[src/rtl/ldcr_pkg.sv]
// Operation
// - DC level: 256 linear current steps, live
// - DC level sets pulse on-time current
// - DC level byte write sets, read returns
// - DC level resets to full scale
// - Identity read-only: one, maker, revision
// - Maker codes 10-14 reserved, 15 none
// - Rate bit: 0 fast, 1 slow
// - Two-bit drive strength, four steps
// - Bit zero enables short detection
// - Configuration resets to 0x1F
// - Mask bits enable matching strings
// - Mask reads zero for disabled/faulted strings
// - Disable then enable retries faulted string
// - Mask resets to all six enabled
// - Bit seven: period over enabled count
// - Otherwise steps times period over 255
// - Phase register resets to zero
package ldcr_pkg;
    localparam int        NUM_STRINGS    = 6;
    localparam int        PERIOD_W       = 24;
    localparam logic [7:0] ADDR_IDENTITY = 8'h03;
    localparam logic [7:0] ADDR_DC_LEVEL = 8'h07;
    localparam logic [7:0] ADDR_CONFIG   = 8'h08;
    localparam logic [7:0] ADDR_MASK     = 8'h09;
    localparam logic [7:0] ADDR_PHASE    = 8'h0A;
    localparam logic [7:0] RST_DC_LEVEL  = 8'hFF;
    localparam logic [7:0] RST_CONFIG    = 8'h1F;
    localparam logic [7:0] RST_MASK      = 8'h3F;
    localparam logic [7:0] RST_PHASE     = 8'h00;
    localparam int        CFG_SHORT_BIT  = 0;
    localparam int        CFG_RATE_BIT   = 2;
    localparam int        CFG_DRIVE_LO   = 3;
    localparam int        PH_EVEN_BIT    = 7;
    localparam int        PH_STEP_DIV    = 255;
    localparam logic [3:0] MAKER_NONE    = 4'hF;
    localparam logic [3:0] MAKER_RSV_LO  = 4'hA;
    localparam logic [3:0] MAKER_RSV_HI  = 4'hE;
endpackage

[src/rtl/ldcr_delay_calc.sv]
`timescale 1ns/1ns
// Per-string start offsets from the start of a dimming period, not wrapped to one period
module ldcr_delay_calc
    import ldcr_pkg::*;
#(
    parameter int NS = ldcr_pkg::NUM_STRINGS,
    parameter int PW = ldcr_pkg::PERIOD_W
) (
    // Clock and reset
    input  wire logic            clock,
    input  wire logic            rst,
    // Settings
    input  wire logic [7:0]      phaseSetting,
    input  wire logic [NS-1:0]   laneActive,
    input  wire logic [PW-1:0]   dimPeriod,
    // Offsets in clock cycles
    output logic [NS*PW-1:0]     startOffset
);
    import ldcr_pkg::*;

    logic [PW-1:0]    stepDelay;
    logic [3:0]       enabledCount;
    logic [NS*PW-1:0] offs_reg;
    logic [NS*PW-1:0] offs_next;
    logic [PW+7:0]    prod;

    always_comb begin
        enabledCount = 4'h0;
        for (int i = 0; i < NS; i++) begin
            enabledCount = enabledCount + {3'h0, laneActive[i]};
        end
        prod = dimPeriod * phaseSetting[6:0];
        if (phaseSetting[PH_EVEN_BIT]) begin
            stepDelay = (enabledCount == 4'h0) ? '0 : PW'(dimPeriod / enabledCount);
        end else begin
            stepDelay = PW'(prod / PH_STEP_DIV);
        end
    end

    always_comb begin
        logic [PW-1:0] acc;
        logic          first;
        acc       = '0;
        first     = 1'b1;
        offs_next = '0;
        for (int i = 0; i < NS; i++) begin
            if (laneActive[i]) begin
                if (!first) begin
                    acc = acc + stepDelay;
                end
                first = 1'b0;
                offs_next[i*PW +: PW] = acc;
            end
        end
    end

    always_ff @(posedge clock) begin
        if (rst) begin
            offs_reg <= '0;
        end else begin
            offs_reg <= offs_next;
        end
    end

    assign startOffset = offs_reg;
endmodule

[src/rtl/ldcr_regs.sv]
`timescale 1ns/1ns
// Register bank of the six-string backlight driver
module ldcr_regs
    import ldcr_pkg::*;
#(
    parameter logic [3:0] MAKER_CODE = 4'h5, // Arbitrary value
    parameter logic [2:0] REVISION   = 3'h0
) (
    // Clock and reset
    input  wire logic                          clock,
    input  wire logic                          rst,
    // Byte register port from the serial interface
    input  wire logic                          regWrite,
    input  wire logic                          regRead,
    input  wire logic [7:0]                    regAddr,
    input  wire logic [7:0]                    regWdata,
    output logic [7:0]                         regRdata,
    // Analog side
    input  wire logic [ldcr_pkg::NUM_STRINGS-1:0] stringFault,
    input  wire logic [ldcr_pkg::PERIOD_W-1:0]    dimPeriod,
    output logic [7:0]                         dcLevelBits,
    output logic [7:0]                         pulseCurrent,
    input  wire logic                          pulseOn,
    output logic                               switchingRateSelect,
    output logic [1:0]                         switchDriveStrength,
    output logic                               shortDetectEnable,
    output logic [ldcr_pkg::NUM_STRINGS-1:0]   laneEnableBits,
    output logic [ldcr_pkg::NUM_STRINGS*ldcr_pkg::PERIOD_W-1:0] startOffset
);
    import ldcr_pkg::*;

    ////////////////////////////////////////////////////////////////////////
    logic [7:0]             dc_reg, dc_next;
    logic [7:0]             cfg_reg, cfg_next;
    logic [7:0]             mask_reg, mask_next;
    logic [7:0]             ph_reg, ph_next;
    logic [NUM_STRINGS-1:0] shut_reg, shut_next;
    logic [7:0]             rd_reg, rd_next;
    logic [NUM_STRINGS-1:0] laneActive;
    logic [3:0]             makerShown;
    logic [NUM_STRINGS-1:0] f1_reg, f2_reg;
    logic [7:0]             pc_reg, pc_next;

    ////////////////////////////////////////////////////////////////////////
    // Fault inputs come from the analog domain
    always_ff @(posedge clock) begin
        if (rst) begin
            f1_reg <= '0;
            f2_reg <= '0;
        end else begin
            f1_reg <= stringFault;
            f2_reg <= f1_reg;
        end
    end

    always_comb begin
        if (MAKER_CODE >= MAKER_RSV_LO && MAKER_CODE <= MAKER_RSV_HI) begin
            makerShown = MAKER_NONE;
        end else begin
            makerShown = MAKER_CODE;
        end
    end

    always_comb begin
        dc_next   = dc_reg;
        cfg_next  = cfg_reg;
        mask_next = mask_reg;
        ph_next   = ph_reg;
        // Latch faults on enabled strings
        shut_next = shut_reg | (f2_reg & mask_reg[NUM_STRINGS-1:0]);
        if (regWrite) begin
            case (regAddr)
                ADDR_DC_LEVEL: dc_next = regWdata;
                ADDR_CONFIG:   cfg_next = regWdata;
                ADDR_MASK: begin
                    mask_next = regWdata;
                    shut_next = shut_next & regWdata[NUM_STRINGS-1:0];
                end
                ADDR_PHASE:    ph_next = regWdata;
                default:       ;
            endcase
        end
    end

    always_comb begin
        rd_next = rd_reg;
        if (regRead) begin
            case (regAddr)
                ADDR_IDENTITY: rd_next = {1'b1, makerShown, REVISION};
                ADDR_DC_LEVEL: rd_next = dc_reg;
                ADDR_CONFIG:   rd_next = cfg_reg;
                ADDR_MASK:     rd_next = {mask_reg[7:NUM_STRINGS], laneActive};
                ADDR_PHASE:    rd_next = ph_reg;
                default:       rd_next = 8'h00;
            endcase
        end
    end

    always_comb begin
        pc_next = pulseOn ? dc_reg : 8'h00;
    end

    always_ff @(posedge clock) begin
        if (rst) begin
            dc_reg   <= RST_DC_LEVEL;
            cfg_reg  <= RST_CONFIG;
            mask_reg <= RST_MASK;
            ph_reg   <= RST_PHASE;
            shut_reg <= '0;
            rd_reg   <= 8'h00;
            pc_reg   <= 8'h00;
        end else begin
            dc_reg   <= dc_next;
            cfg_reg  <= cfg_next;
            mask_reg <= mask_next;
            ph_reg   <= ph_next;
            shut_reg <= shut_next;
            rd_reg   <= rd_next;
            pc_reg   <= pc_next;
        end
    end

    ////////////////////////////////////////////////////////////////////////
    // per-string enable
    assign laneActive          = mask_reg[NUM_STRINGS-1:0] & ~shut_reg;
    assign laneEnableBits      = laneActive;
    assign dcLevelBits         = dc_reg;
    assign pulseCurrent        = pc_reg;
    assign regRdata            = rd_reg;
    assign switchingRateSelect = cfg_reg[CFG_RATE_BIT];
    assign switchDriveStrength = cfg_reg[CFG_DRIVE_LO +: 2];
    assign shortDetectEnable   = cfg_reg[CFG_SHORT_BIT];

    ldcr_delay_calc #(
        .NS (NUM_STRINGS),
        .PW (PERIOD_W)
    ) u_delay (
        .clock        (clock),
        .rst          (rst),
        .phaseSetting (ph_reg),
        .laneActive   (laneActive),
        .dimPeriod    (dimPeriod),
        .startOffset  (startOffset)
    );
endmodule

[config.mk]
export PLATFORM = sky130hd
export DESIGN_NAME = ldcr_regs
export DESIGN_NICKNAME = d
export VERILOG_FILES = /design/src/rtl/ldcr_pkg.sv /design/src/rtl/ldcr_delay_calc.sv /design/src/rtl/ldcr_regs.sv
export SDC_FILE = /design/constraint.sdc
export NUM_CORES = 1
export LEC_CHECK = 0
export BUFFER_PORTS_ARGS = -buffer_cell sky130_fd_sc_hd__buf_2
export CAP_MARGIN = 10
export CORE_ASPECT_RATIO = 1.2
export CORE_MARGIN = 8
export CORE_UTILIZATION = 35
export CTS_CLUSTER_DIAMETER = 30
export DETAILED_ROUTE_END_ITERATION = 7
export PLACE_DENSITY = 0.47
export SYNTH_ARGS = -nofsm -noshare
export SYNTH_HDL_FRONTEND = slang
export SYNTH_SLANG_ARGS = --single-unit
[constraint.sdc]
create_clock -name clock -period 98.7 [get_ports clock]
set_input_delay 4.935 -clock clock [delete_from_list [all_inputs] [get_ports clock]]
set_output_delay 4.935 -clock clock [all_outputs]
set_load 0.02 [all_outputs]
==> results.md, run 1 <==
- Clock input transition at the sequential cells of the worst setup and hold paths: 0.09 ns
- Number of global-route vias before repair: 34.54k
- DRT iter0 DRCs: 2225
- Critical path class: primary input to flip-flop
- Post-CTS sizing: 0
- H-tree depth: 4
- Clock tree sinks: 186
- Setup crit end kind: flip-flop
- EDFF count, synth: 0
- Largest net degree at the start of global routing: 79
- Vias post-DR: 35.07k
- Synth async-reset ratio: 0
- Max FFs per register: 120
- Hold violation count in the final report: 0
- Syn avg cell area: 7.398 µm²
- Highest routed layer: met4
- Die X: 302.3 µm
- Max Root-Sink Buffers: 2
- Crit path max fanout: 13
- Reg2Reg Depth: 234
- Slowest-stage cell, CP: or4_1
- HP Start: f1_reg[3]
- First-pass GRT wire length: 197100 µm
- Ys Warns: 0
- DRT Pass-1 Iters: 6
- GPL Wtd Cong: 0.8865
- Final WL: 125300 µm
- Top-Level Pins: 229
- Register area share after synthesis: 0.1082
- Clk_lat worst skew: 0.46 ns
- Tcrit/Tclk final: 0.6102
- Largest stage delay, worst path: 0.71 ns
- Most frequent cells in the layout: nand2_1 (549), nor2_1 (467), a21oi_1 (345)
- Hold Path Stages: 1
- Post-CTS Setup Bufs: 0
- Hold-fix buffers, CTS: 0
- RSZ-0062 raised after global routing: no
- Critical Path AT: 60.59 ns
- Outcome: finished, final reports clean
- Global Route Usage Sum: 0.2221
- Synth Register Bits: 186
- Initial Util: 0.3515
- Worst R2R End: u_delay.startOffset[143]
- Mapped Cells: 4652
- Hpwl dp: 102000 µm
- Slew @ Worst Pin: 1.146 ns
- Post-DR vias/cell: 5.824
- Endpoints failing setup: 0
- Distinct cells, synth: 178
- Worst r2r src: mask_reg[1]
- Met3 routed WL: 4372 µm
- Maximum clock rate: 0.01661 GHz
- Final #Nets: 5107
- Final Skew: 0.02367 ns
- Layout cells sized above 1: 0.1403
- Relative slew slack: 0.2351
- Die Area: 0.1087 mm²
- Post-route ant nets: 0
- R2R setup slack: 40.71 ns
- End point of the worst hold path: f2_reg[3]
- Hold Path Class: flip-flop to flip-flop
- Die Y: 359.5 µm
- Commonest non-fill, non-tap cell in the layout: nand2_1
- Maxcap violations: 0
- TritonCTS Buffers: 17
- Leading register cell type out of synthesis: dfxtp_1
- Post-route DRC violation count: 0
- Period minus WS final: 60.22 ns
- Mapped Area: 0.03441 mm²
- Slew Viols, Final: 0
- IO buf count: 204
- Wl on met1: 55430 µm
- Drt wl/cell: 20.80 µm
- Root buf cell: clkbuf_16
- Worst setup SP type: primary input
- Congestion Overflow GR: 0
- FP Rows: 126
- Met2 wire len: 61840 µm
- Area delta synth->final: 6.988%
- CTS tree: built
- Antenna violations before repair: 2
- Cell repeated most along the worst path: ha_1
- Placeable core area: 0.09790 mm²
- Data required, critical path: 99.07 ns
- Post-Route Setup TNS: 0 ns
-- final cells by class --
class | instances | area [µm²]
Antenna cell | 2 | 5.005
Clock buffer | 17 | 425.4
Clock inverter | 15 | 178.9
Fill cell | 10490 | 61080
Inverter | 241 | 904.6
Multi-Input combinational cell | 4025 | 28580
Sequential cell | 186 | 3724
Tap cell | 1280 | 1602
Timing Repair Buffer | 255 | 1404
-- Yosys cell counts, types with 19 or more instances --
cell type,count,share of area
nand2_1,549,0.060
nor2_1,470,0.051
a21oi_1,345,0.050
inv_1,239,0.026
o21ai_0,218,0.032
ha_1,214,0.078
dfxtp_1,186,0.11
xnor2_1,162,0.041
clkbuf_1,128,0.014
nor3_1,121,0.018
fa_1,116,0.067
nand3_1,113,0.016
and2_1,94,0.017
o21bai_1,90,0.020
mux2i_1,74,0.022
a31oi_1,71,0.013
xor2_1,63,0.016
o21a_1,61,0.013
nor2b_1,54,0.0098
nand2b_1,51,0.0093
o211ai_1,50,0.011
a211oi_1,49,0.011
and3_1,49,0.0089
nand4_1,48,0.0087
a21o_1,42,0.0092
o21ai_1,42,0.0061
or2_2,36,0.0065
buf_4,35,0.0076
nor4_1,34,0.0062
or3_1,34,0.0062
o31ai_1,31,0.0068
a211o_1,30,0.0076
clkbuf_8,23,0.0092
o22ai_1,21,0.0038
mux2_2,20,0.0065
o2111ai_1,19,0.0048
-- critical path: cells and delay by family --
kind,cells,cell delay [ns]
buf+inv,8,0.99
xor+xnor,2,0.33
mux,12,3.70
simple gates,77,20.23
fa+ha+maj,29,8.80
compound gates,100,21.49
-- per-layer routing --
layer	vias to the layer above	GRT usage
met2	793	0.3977
li1	17130	-
met5	-	0
met1	16990	0.2828
met3	154	0.01601
met4	0	0.06317
-- kinds of logic after synthesis --
group | synth area share
simple gates | 0.2874
compound gates | 0.3025
buf+inv | 0.06450
fa+ha+maj | 0.1459
xor+xnor | 0.05963
flops | 0.1082
mux | 0.03185
other cells | 0.0001090
-- per-stage QoR --
step / cells / area [µm²] / utilization / setup WS (ns) / hold WS, ns
3_5_place_dp: 5987 / 36210 / 0.3699 / 38.47 / 0.4276
4_1_cts: 6019 / 36810 / 0.3760 / 38.78 / 0.4447
3_3_place_gp: 5987 / 36210 / 0.3699 / 40.37 / 0.4195
5_1_grt: 6019 / 36810 / 0.3760 / 32.55 / 0.4559
2_1_floorplan: 4675 / 34500 / - / 46.75 / 0.4138
6_report: 6021 / 36820 / 0.3761 / 38.48 / 0.4423
-- how the worst max path moves through the flow --
stage / start / slack (ns) / cells past startpoint / endpoint
final: dimPeriod[23] / 38.48 / 228 / u_delay.startOffset[143]
after global routing: dimPeriod[23] / 32.55 / 234 / u_delay.startOffset[143]
after CTS: dimPeriod[23] / 38.78 / 229 / u_delay.startOffset[143]
after detailed placement: dimPeriod[23] / 38.47 / 232 / u_delay.startOffset[143]
after floorplan: dimPeriod[23] / 46.75 / 240 / u_delay.startOffset[143]
after global placement: dimPeriod[23] / 40.37 / 232 / u_delay.startOffset[143]
Power of run 1 is left out: the tool's default activity adds up to more than one toggle a clock period on the data nets, which glitch-free logic cannot reach.
==> inputs of run 2 (changes only) <==
==> constraint.sdc (replaced) <==
create_clock -name clock -period 60.4 [get_ports clock]
set_input_delay 3.02 -clock clock [delete_from_list [all_inputs] [get_ports clock]]
set_output_delay 3.02 -clock clock [all_outputs]
set_load 0.02 [all_outputs]
==> results.md, run 2 (synthesis gave the netlist of run 1 again) <==
- Outcome: finished, final reports clean
- CTS tree: built
- Hold violation count in the final report: 0
- Setup WS post-layout: 5.112 ns
- IO buf count: 204
- Slew Viols, Final: 0
- Crit path max fanout: 13
- Endpoints failing setup: 0
- Max FFs per register: 120
- Antenna violations before repair: 3
- Root buf cell: clkbuf_16
- Die Y: 359.5 µm
- Period minus WS final: 55.29 ns
- Max Root-Sink Buffers: 2
- Clock tree sinks: 186
- Hpwl dp: 102400 µm
- Post-route ant nets: 0
- FP Rows: 126
- DRT iter0 DRCs: 2497
- Relative slew slack: 0.2334
- Post-Route Setup TNS: 0 ns
- Cell Area, Placed: 0.03621 mm²
- Critical Path AT: 55.67 ns
- Hold Path Class: flip-flop to flip-flop
- Place WS: 1.827 ns
- Top-Level Pins: 229
- Data required, critical path: 60.78 ns
- Cell repeated most along the worst path: ha_1
- Design area: 0.03702 mm²
- Most frequent cells in the layout: nand2_1 (549), nor2_1 (465), a21oi_1 (343)
- Tcrit/Tclk final: 0.9154
- TritonCTS Buffers: 17
- Global Route Usage Sum: 0.2234
- DRT Pass-1 Iters: 6
- Area delta synth->final: 7.580%
- Final #Nets: 5117
- Worst setup SP type: primary input
- Critical path class: primary input to flip-flop
- Largest net degree at the start of global routing: 79
- Hold-fix buffers, CTS: 0
- Maxcap violations: 0
- Die X: 302.3 µm
- Layout cells sized above 1: 0.1474
- Final Skew: 0.02848 ns
- Number of global-route vias before repair: 34.79k
- Commonest non-fill, non-tap cell in the layout: nand2_1
- Clock input transition at the sequential cells of the worst setup and hold paths: 0.09 ns
- First-pass GRT wire length: 198000 µm
- Slowest-stage cell, CP: or4_1
- Largest stage delay, worst path: 0.70 ns
- Drt wl/cell: 20.86 µm
- Post-DR vias/cell: 5.823
- Initial Util: 0.3515
- Final WL: 125800 µm
- Congestion Overflow GR: 0
- Clk_lat worst skew: 0.46 ns
- Vias post-DR: 35.12k
- H-tree depth: 4
- Setup crit end kind: flip-flop
- Slew @ Worst Pin: 1.147 ns
- Post-route DRC violation count: 0
- Fillers: 10.46k
- GPL Wtd Cong: 0.8850
- Maximum clock rate: 0.01809 GHz
- Placeable core area: 0.09790 mm²
- Die Area: 0.1087 mm²
- Hold slack: 0.4397 ns
==> run 2: repair_timing <==
item	4_1_cts	5_1_grt
gates resized for setup	0	28
endpoints found under the setup margin	0	42
buffers inserted	0	10
==> run 2: worst max-delay path: cells and delay by family <==
family,cells,cell delay (ns)
AOI/OAI and AO/OA,106,21.52
and+or+nand+nor,82,18.59
buffers and inverters,9,1.29
muxes,8,2.13
adders and majority gates,29,8.40
xor gates and xnor gates,4,0.63
==> run 2: cell type report <==
class                   count  area, µm²  area share
clock buffers              18      439.2     0.01186
diodes                      2      5.005   0.0001352
repair buffers            265       1479     0.03995
inverters                 241      904.6     0.02443
clock inverters            14      176.4    0.004765
flip-flops and latches    186       3724      0.1006
multi-input cells        4025      28690      0.7750
well taps                1280       1602     0.04326
==> run 2: metal layers <==
metal  part of all wire  track usage
met1               0.44       0.2823
met2               0.50       0.4019
met3              0.036      0.01872
met4              0.028      0.06118
met5                  0            0
==> run 2: worst paths after layout <==
check | start | to | slack [ns] | cells after the start
worst min-delay path | f1_reg[3] | f2_reg[3] | 0.44 | 1
worst max-delay path | dimPeriod[23] | u_delay.startOffset[143] | 5.11 | 238
worst min register to register | f1_reg[3] | f2_reg[3] | 0.44 | 1
worst max register to register | shut_reg[1] | u_delay.startOffset[143] | 5.43 | 244
==> run 2: through the flow <==
step,std cells,util
6_report,6031,0.3782
2_1_floorplan,4675,-
4_1_cts,6019,0.3761
5_1_grt,6029,0.3781
3_3_place_gp,5987,0.3699
3_5_place_dp,5987,0.3699
Power of run 2 is left out for the same reason.
